$ cat config.mk
export PLATFORM = sky130hd
export DESIGN_NAME = sgmac_ctrl
export DESIGN_NICKNAME = d
export VERILOG_FILES = /design/src/sgmac_ctrl.v /design/src/sgmac_sync.v
export VERILOG_INCLUDE_DIRS = /design/src
export SDC_FILE = /design/constraint.sdc
export NUM_CORES = 1
export LEC_CHECK = 0
export BUFFER_PORTS_ARGS = -buffer_cell sky130_fd_sc_hd__buf_2
export CAP_MARGIN = 20
export CORE_MARGIN = 4
export CORE_UTILIZATION = 47
export DETAILED_ROUTE_END_ITERATION = 8
export MAX_ROUTING_LAYER = met4
export PLACE_DENSITY = 0.8
export SYNTH_ARGS = -nofsm -noshare
export SYNTH_HDL_FRONTEND = slang
export SYNTH_SLANG_ARGS = --single-unit
$ cat constraint.sdc
create_clock -name clk_sys -period 1.8 [get_ports clk_sys]
set_input_delay 0.18 -clock clk_sys [delete_from_list [all_inputs] [get_ports clk_sys]]
set_output_delay 0.18 -clock clk_sys [all_outputs]
set_load 0.01 [all_outputs]
$ cat src/sgmac_defs.vh
// Constants of the serial gigabit port control and status block
// Operation
// - Master role: speed and duplex come from the local ability word.
// - Slave role: speed and duplex come from the partner ability word.
// - Exactly one side of a direct link takes master role.
// - Loopback bit sends both paths onto the transmit clock.
// - Writing one then zero to restart bit restarts negotiation.
// - Enable bit one runs negotiation; zero stops it.
// - Control bits 31 to 6 always read zero.
// - Status bit 5 shows the live fiber signal-detect pin.
// - Status bit 4 shows the live serializer lock pin.
// - Status bit 2 shows negotiation done; valid only under lock.
// - Status bit 1 flags half-duplex gigabit commanded; valid under lock.
// - Status bit 0 shows link up; valid only under lock.
// - Ability words: 15 link, 14 ack, 12 duplex, 11:10 speed, 0 one.
`ifndef SGMAC_DEFS_VH
`define SGMAC_DEFS_VH
// ****************************************
// Register offsets
// ****************************************
`define SGMAC_OFF_CONTROL 8'h10
`define SGMAC_OFF_STATUS 8'h14
`define SGMAC_OFF_LOCAL 8'h18
`define SGMAC_OFF_PARTNER 8'h20
`define SGMAC_OFF_RESET 8'h04
// ****************************************
// Field positions
// ****************************************
`define SGMAC_CTL_ENABLE 0
`define SGMAC_CTL_RESTART 1
`define SGMAC_CTL_LOOPBACK 4
`define SGMAC_CTL_MASTER 5
`define SGMAC_RST_DATAPATH 1
`define SGMAC_ST_LINK 0
`define SGMAC_ST_FAULT 1
`define SGMAC_ST_DONE 2
`define SGMAC_ST_LOCK 4
`define SGMAC_ST_SIGNAL 5
`define SGMAC_AB_LINK 15
`define SGMAC_AB_ACK 14
`define SGMAC_AB_DUPLEX 12
`define SGMAC_AB_SPD_HI 11
`define SGMAC_AB_SPD_LO 10
`define SGMAC_SPD_GIG 2'h2
// ****************************************
// Reset values and timing
// ****************************************
`define SGMAC_CTL_RESET 6'h00
`define SGMAC_AB_RESET 16'h0001
`define SGMAC_ACK_CYCLES 4'h3
`endif

$ cat src/sgmac_ctrl.v
// Control, status and negotiation sequencing of the serial gigabit port
`timescale 1ns/100ps
`default_nettype none
`include "sgmac_defs.vh"
module sgmac_ctrl (
    input wire clk_sys,
    input wire reset_n,
    input wire reg_sel,
    input wire reg_wr,
    input wire [7:0] reg_addr,
    input wire [31:0] reg_wdata,
    output reg [31:0] reg_rdata,
    output reg reg_ack,
    input wire fiber_signal_present,
    input wire serdes_lock,
    input wire partner_config_valid,
    input wire [15:0] partner_config,
    output reg [15:0] local_config,
    output reg config_send,
    output reg loopback_on,
    output reg datapath_reset,
    output reg link_full_duplex,
    output reg [1:0] link_speed
);
    // ****************************************
    // Synchronised pins
    // ****************************************
    wire signal_s;
    wire lock_s;
    wire pvalid_s;
    sgmac_sync u_sig (
        .clk_sys(clk_sys),
        .reset_n(reset_n),
        .din(fiber_signal_present),
        .dout(signal_s)
    );
    sgmac_sync u_lock (
        .clk_sys(clk_sys),
        .reset_n(reset_n),
        .din(serdes_lock),
        .dout(lock_s)
    );
    sgmac_sync u_pv (
        .clk_sys(clk_sys),
        .reset_n(reset_n),
        .din(partner_config_valid),
        .dout(pvalid_s)
    );
    // Each bit synced alone; the word must hold still while valid
    wire [15:0] pcfg_s;
    genvar gi;
    generate
        for (gi = 0; gi < 16; gi = gi + 1) begin : g_cfg
            sgmac_sync u_cfg (
                .clk_sys(clk_sys),
                .reset_n(reset_n),
                .din(partner_config[gi]),
                .dout(pcfg_s[gi])
            );
        end
    endgenerate

    // ****************************************
    // Registers
    // ****************************************
    reg [5:0] port_control;
    reg [15:0] local_ability;
    reg [15:0] partner_ability;
    reg restart_armed;
    reg restart_req;
    wire [31:0] status_word;
    wire wr = reg_sel & reg_wr;
    wire wr_ctl = wr & (reg_addr == `SGMAC_OFF_CONTROL);
    // Restart fires on the falling write of the bit
    wire restart_fall = wr_ctl & restart_armed &
        ~reg_wdata[`SGMAC_CTL_RESTART];
    always @(posedge clk_sys or negedge reset_n) begin
        if (!reset_n) begin
            port_control <= `SGMAC_CTL_RESET;
            local_ability <= `SGMAC_AB_RESET;
            datapath_reset <= 1'b0;
            restart_armed <= 1'b0;
            restart_req <= 1'b0;
            reg_ack <= 1'b0;
            reg_rdata <= 32'h0;
        end else begin
            reg_ack <= reg_sel & ~reg_ack;
            restart_req <= restart_fall;
            if (wr_ctl) begin
                port_control <= {reg_wdata[`SGMAC_CTL_MASTER],
                    reg_wdata[`SGMAC_CTL_LOOPBACK], 2'h0,
                    reg_wdata[`SGMAC_CTL_RESTART],
                    reg_wdata[`SGMAC_CTL_ENABLE]};
                restart_armed <= reg_wdata[`SGMAC_CTL_RESTART];
            end
            if (wr & (reg_addr == `SGMAC_OFF_LOCAL))
                local_ability <= reg_wdata[15:0];
            // Software must keep this set across a loopback change
            if (wr & (reg_addr == `SGMAC_OFF_RESET))
                datapath_reset <= reg_wdata[`SGMAC_RST_DATAPATH];
            reg_rdata <= 32'h0;
            if (reg_sel & ~reg_wr) begin
                case (reg_addr)
                    `SGMAC_OFF_CONTROL: reg_rdata <=
                        {26'h0, port_control};
                    `SGMAC_OFF_STATUS: reg_rdata <= status_word;
                    `SGMAC_OFF_LOCAL: reg_rdata <= {16'h0, local_ability};
                    `SGMAC_OFF_PARTNER: reg_rdata <=
                        {16'h0, partner_ability};
                    `SGMAC_OFF_RESET: reg_rdata <=
                        {30'h0, datapath_reset, 1'b0};
                    default: reg_rdata <= 32'h0;
                endcase
            end
        end
    end

    // ****************************************
    // Negotiation sequencer
    // ****************************************
    localparam ST_IDLE = 3'h1;
    localparam ST_SEND = 3'h2;
    localparam ST_DONE = 3'h4;
    reg [2:0] state;
    reg [3:0] ack_count;
    wire enable = port_control[`SGMAC_CTL_ENABLE];
    wire master = port_control[`SGMAC_CTL_MASTER];
    // Partner word only trusted once the serializer is locked
    wire rx_ok = pvalid_s & lock_s & pcfg_s[0];
    always @(posedge clk_sys or negedge reset_n) begin
        if (!reset_n) begin
            state <= ST_IDLE;
            ack_count <= 4'h0;
            partner_ability <= 16'h0;
        end else if (!enable | restart_req | datapath_reset) begin
            state <= ST_IDLE;
            ack_count <= 4'h0;
        end else begin
            case (state)
                ST_IDLE: begin
                    state <= ST_SEND;
                    ack_count <= 4'h0;
                end
                ST_SEND: begin
                    if (rx_ok) begin
                        partner_ability <= pcfg_s;
                        if (pcfg_s[`SGMAC_AB_ACK])
                            ack_count <= ack_count + 4'h1;
                        if (ack_count == `SGMAC_ACK_CYCLES)
                            state <= ST_DONE;
                    end
                end
                ST_DONE: begin
                    if (!lock_s)
                        state <= ST_IDLE;
                end
                default: state <= ST_IDLE;
            endcase
        end
    end

    // ****************************************
    // Resolution and status
    // ****************************************
    // Master trusts its own word; slave follows the partner
    wire [15:0] resolved = master ? local_ability
        : partner_ability;
    wire done = state[2];
    wire fault = done & ~resolved[`SGMAC_AB_DUPLEX] &
        (resolved[`SGMAC_AB_SPD_HI:`SGMAC_AB_SPD_LO] ==
        `SGMAC_SPD_GIG);
    wire link_up = done & resolved[`SGMAC_AB_LINK] & ~fault;
    assign status_word = {26'h0, signal_s, lock_s, 1'b0,
        done, fault, link_up};
    always @(posedge clk_sys or negedge reset_n) begin
        if (!reset_n) begin
            local_config <= 16'h0;
            config_send <= 1'b0;
            loopback_on <= 1'b0;
            link_full_duplex <= 1'b0;
            link_speed <= 2'h0;
        end else begin
            local_config <= {local_ability[15], state[1] &
                (ack_count != 4'h0), local_ability[13:1], 1'b1};
            config_send <= enable & ~state[0];
            // Clock mux on the datapath follows this level
            loopback_on <= port_control[`SGMAC_CTL_LOOPBACK];
            link_full_duplex <= resolved[`SGMAC_AB_DUPLEX];
            link_speed <= resolved[`SGMAC_AB_SPD_HI:`SGMAC_AB_SPD_LO];
        end
    end
endmodule
`default_nettype wire

$ cat src/sgmac_sync.v
// Two-stage synchroniser for asynchronous pin levels
`timescale 1ns/100ps
`default_nettype none
module sgmac_sync (
    input wire clk_sys,
    input wire reset_n,
    input wire din,
    output reg dout
);
    reg stage1;
    // First stage feeds only the second
    always @(posedge clk_sys or negedge reset_n) begin
        if (!reset_n) begin
            stage1 <= 1'b0;
            dout <= 1'b0;
        end else begin
            stage1 <= din;
            dout <= stage1;
        end
    end
endmodule
`default_nettype wire

## After elaboration in Yosys (flattened, before gate mapping)

Index checks and enable logic that the tools add are counted.
W data, S select, Z words.

| word-level totals | value |
|---|---|
| flip-flop bits (word level) | 138 |
| input bits | 63 |
| output and inout port bits | 55 |
| logic and storage cells | 111 |

| cells by class | value |
|---|---|
| add/sub/neg operators | 1 |
| equal/unequal tests | 14 |
| multiplexer cells | 12 |
| bitwise gates (word level) | 25 |
| reduce and logical (&&, ||, !) cells | 6 |

Operators by type and width:

| operator | number |
|---|---|
| $pmux W16 S5 | 1 |
| $mux W16 | 2 |
| $eq A8 B5 Y1 const B | 3 |
| $and A1 B1 Y1 | 16 |
| $mux W3 | 4 |
| $mux W4 | 3 |
| $ne A3 B3 Y1 const B | 3 |
| $pmux W3 S3 | 1 |
| $reduce_and A3 Y1 | 3 |
| $eq A8 B3 Y1 const B | 1 |
| $eq A8 B6 Y1 const B | 1 |
| $pmux W4 S2 | 1 |
| $not A1 Y1 | 7 |
| $add A4 B1 Y4 const B | 1 |
| $eq A4 B2 Y1 const B | 1 |
| $reduce_bool A4 Y1 | 1 |
| $eq A3 B1 Y1 const B | 1 |
| $eq A3 B2 Y1 const B | 1 |
| $eq A3 B3 Y1 const B | 1 |
| $ne A3 B2 Y1 const B | 1 |
| $reduce_bool A3 Y1 | 1 |
| $eq A2 B2 Y1 const B | 1 |
| $or A1 B1 Y1 | 2 |
| $logic_not A1 Y1 | 1 |

## Logic depth before layout (Yosys ltp)

| logic depth | value |
|---|---|
| word-level depth | 8 |
| depth in mapped cells | 7 |
| gate-level depth less buffers | 5 |

## Hierarchy

Synthesis repeated with hierarchy kept, for this count alone.

| unflattened totals | value |
|---|---|
| cells, all modules | 329 |
| area total of the unflattened synthesis | 4456.8 um^2 |

Modules (own cells, without submodules):

| module | times used | cells an instance | area each (um^2) | sequential area each (um^2) |
|---|---|---|---|---|
| sgmac_ctrl | 1 | 291 | 3505.9 | 2079.5 |
| sgmac_sync | 19 | 2 | 50.0 | 50.0 |

## Worst setup path before layout

Ideal clock, no wire load.

| timing path | value |
|---|---|
| path type | register to register |
| start | register datapath_reset |
| end | register partner_ability[10] |
| setup time | 0.125 ns |
| arrival | 1.927 ns |
| data required time | 1.675 ns |
| path slack | -0.251 ns |
| cell stages (with the launch flop) | 6 |
| buffers on the path | 2 |
| period minus slack after synthesis | 2.051 ns |
| cells stage by stage | dfrtp_1 -> or3b_1 -> or4_1 -> buf_2 -> buf_2 -> mux2_2 |

| on the way | value |
|---|---|
| longest elaborated chain between the ends | 3 |

Ends and longest elaborated chain:

| what | RTL line | RTL |
|---|---|---|
| from (decl) | sgmac_ctrl.v:21 | `output reg datapath_reset,` |
| from (signal assigned) | sgmac_ctrl.v:100 | `` datapath_reset <= reg_wdata[`SGMAC_RST_DATAPATH]; `` |
| $or A1 B1 Y1 | sgmac_ctrl.v:135 | `end else if (!enable \| restart_req \| datapath_reset) begin` |
| $not A1 Y1 (no line) | -- |  |
| $reduce_and A3 Y1 (no line) | -- |  |
| to (signal assigned) | sgmac_ctrl.v:146 | `partner_ability <= pcfg_s;` |
| to (decl) | sgmac_ctrl.v:68 | `reg [15:0] partner_ability;` |

Every way passes these cells.
A chain may end at the register's enable or synchronous reset.

## Worst setup path after layout

| timing path | value |
|---|---|
| start | register datapath_reset |
| end | register partner_ability[6] |

The elaborated chain is that of the path after synthesis.

==> results.sh <==
export IMPL_status="finished with violations"
export IMPL_violations="negative setup slack"
export IMPL_layout_setup_ws_ns=-0.0248
export IMPL_vias=2929
export IMPL_slew_headroom=0.644
export IMPL_max_freq_mhz=548
export IMPL_ys_warnings_count=0
export IMPL_ys_ff_latch=121
export IMPL_dieArea_sq_mm=0.0109
export IMPL_synth_top_cell_area_share=0.678
export IMPL_place_gp_congestion=0.906
export IMPL_grt_start_max_net_pins=47
export IMPL_cts_sinks=121
export IMPL_cts_setup_buffers=0
export IMPL_design_area_sq_mm=0.00610
export IMPL_post_route_util=0.687
export IMPL_ir_worst_vdd_mv=0.698
export IMPL_clk_path_buf_depth=2
export IMPL_ys_flop_type="dfrtp_1"
export IMPL_first_pass_iters=4
export IMPL_worst_hold_startpoint="reg_addr[7]"
export IMPL_num_rows=34
export IMPL_drc=0
export IMPL_synth_cells=311
export IMPL_rsz0062_at_grt="true"
export IMPL_worstPathMaxFanout=9
export IMPL_seq_area_sq_mm=0.00303
export IMPL_io_pins=118
export IMPL_layout_drive_gt1_share=0.367
export IMPL_htree_levels=4
export IMPL_fin_hold_ws_ns=0.0200
export IMPL_initial_core_util=0.494
export IMPL_synth_area_top_cells="dfrtp_1, mux2_2, buf_4"
export IMPL_grt_use_total=0.194
export IMPL_maxCapViolations=0
export IMPL_tightest_slew_ns=0.534
export IMPL_drtAntennaViolNets=0
export IMPL_synth_edf_count=0
export IMPL_multi_input_area_sq_mm=0.00124
export IMPL_synth_area_leader_cell="dfrtp_1"
export IMPL_rr_startpoint="datapath_reset$_DFFE_PN0P_"
export IMPL_postPlaceCellArea_sq_mm=0.00505
export IMPL_drv_slew=0
export IMPL_finalPower_mw=6.69
export IMPL_path_class="reg -> reg"
export IMPL_n_fill_cell=597
export IMPL_wl_mm=9.57
export IMPL_clk_latency_ns=0.50
export IMPL_fin_crit_sh=1.01
export IMPL_place_ws_ns=-0.197
export IMPL_power_leakage_nw=3.03
export IMPL_drt_iter0_markers=166
export IMPL_grt_pass1_vias=3096
export IMPL_root_buffer="clkbuf_8"
export IMPL_syn_area_sq_mm=0.00439
export IMPL_postSynthAreaPerCell_sq_um=14.1
export IMPL_port_buffers=85
export IMPL_dp_hpwl_mm=6.20
export IMPL_report_final_hold_viol_count=0
export IMPL_clk_pin_slew_ns=0.06
export IMPL_final_min_clock_period_ns=1.82
export IMPL_wl_per_cell_um=16.4
export IMPL_via_per_inst=5.01
export IMPL_startpoint_type="flop"
export IMPL_cts_tree="done"
export IMPL_worst_ep_arrival_time_ns=2.21
export IMPL_final_nets=529
export IMPL_antenna_found_initial=0
export IMPL_cts_buffers=17
export IMPL_grt_overflow_total=0
export IMPL_setup_worst_path_end_class="flop"
export IMPL_powerDensity_mw_per_mm2=1100
export IMPL_required_ns=2.19
export IMPL_hold_path_class="in -> reg"
export IMPL_grt_pass1_wl_mm=16.0
export IMPL_syn_to_final_growth_pct=39.1
export IMPL_antenna_cells=0
export IMPL_critPathLaunch="datapath_reset$_DFFE_PN0P_"
export IMPL_synth_seq_area_share=0.690
export IMPL_setup_viol=8
export IMPL_core_area_sq_mm=0.00889
export IMPL_synth_cell_types=43
export IMPL_async_flop_share=1.00
export IMPL_clock_skew_ns=0.00529
export IMPL_die_w_um=105
export IMPL_die_h_um=105
## state kept, by name, summed over array words and instances, names as in the netlist, 2 cells and up
name,cells
g_cfg.u_cfg.stage1,16
reg_rdata,16
partner_ability,16
g_cfg.u_cfg.dout,16
ack_count,4
local_config,16
state,3
local_ability,16
port_control,4
link_speed,2
## layout by cell type, fill, tap and decap left out, types with 5 or more instances in the layout
cell type | Yosys | layout
dfrtp_1 | 119 | 119
buf_2 | 3 | 84
buf_4 | 17 | 19
nor2_1 | 18 | 17
o21ai_0 | 8 | 8
bufinv_16 | 0 | 5
nand2_1 | 9 | 9
nor3_1 | 7 | 7
clkbuf_16 | 0 | 16
inv_1 | 5 | 5
conb_1 | 2 | 17
nor2b_1 | 6 | 6
nand2b_1 | 11 | 11
mux2_1 | 10 | 10
mux2_2 | 27 | 27
a21oi_1 | 9 | 9
dlygate4sd3_1 | 0 | 38
a22oi_1 | 13 | 13
## worst max-delay path, stage by stage, from the launching register on
cell and delay, ns:
dfrtp_1 0.37, or3b_4 0.40, or4_4 0.47, buf_8 0.18
mux2_2 0.28
## area by class of cell
| cell class | instances | share of cell area |
|---|---|---|
| clock buffer | 20 | 0.0713 |
| sequential | 121 | 0.496 |
| timing repair buffer | 146 | 0.171 |
| inverter | 5 | 0.00307 |
| tap | 108 | 0.0221 |
| clock inverter | 12 | 0.0322 |
| multi-input combinational | 173 | 0.204 |
## power breakdown
group	switching [mW]	internal [mW]	total, mW
Clock	1.16	2.42	3.57
Combinational	0.148	0.142	0.290
Sequential	0.0301	2.79	2.82
## repair_timing
action,CTS,global route
setup endpoints to repair,17,17
resized for setup,4,2
endpoints found under the hold margin,79,0
hold buffers,38,0
pin swaps,2,0
cloned,1,0
## cells in the mapped netlist, types with 3 or more instances
library cell,count
dfrtp_1,119
mux2_2,27
nor2_1,18
buf_4,17
a22oi_1,13
nand2b_1,11
mux2_1,10
a21oi_1,9
nand2_1,9
o21ai_0,8
nor3_1,7
clkbuf_1,6
nor2b_1,6
inv_1,5
a22o_1,3
and3_1,3
buf_2,3
nand3_1,3
or4_1,3
## path summary, 6_finish.rpt
check / endpoint / slack (ns) / cells past startpoint
max: partner_ability[6]$_DFFE_PN0P_ / -0.02 / 4
min: reg_rdata[1]$_DFF_PN0_ / 0.02 / 4
max reg2reg: partner_ability[6]$_DFFE_PN0P_ / -0.02 / 4
min reg2reg: g_cfg[2].u_cfg.dout$_DFF_PN0_ / 0.34 / 0
max in group asynchronous: reg_rdata[7]$_DFF_PN0_ / 0.97 / 3
min in group asynchronous: g_cfg[0].u_cfg.dout$_DFF_PN0_ / 0.21 / 2
## layer usage
layer | up-vias | track usage | part of all wire
met5 | - | - | 0
met2 | 106 | 0.301 | 0.49
met3 | 14 | 0.0475 | 0.055
met1 | 1447 | 0.247 | 0.44
li1 | 1362 | - | -
met4 | 0 | 0.0787 | 0.015
## through the flow
step,TNS (ns),std cells
finish,-0.125,585
floorplan,-4.40,326
CTS,-0.255,585
global placement,-3.92,514
detailed placement,-4.62,514
global route,-0.644,585
## cell families (layout without fill, tap and decap cells)
family	count (synthesis)	in the layout	synth area share
mux	38	38	0.0972
flops	121	121	0.690
simple gates	73	73	0.0944
fa+ha+maj	2	2	0.00570
buf+inv	32	183	0.0453
compound gates	43	43	0.0653
other cells	2	17	0.00171
No activity file was read; power rests on OpenSTA's default activity.
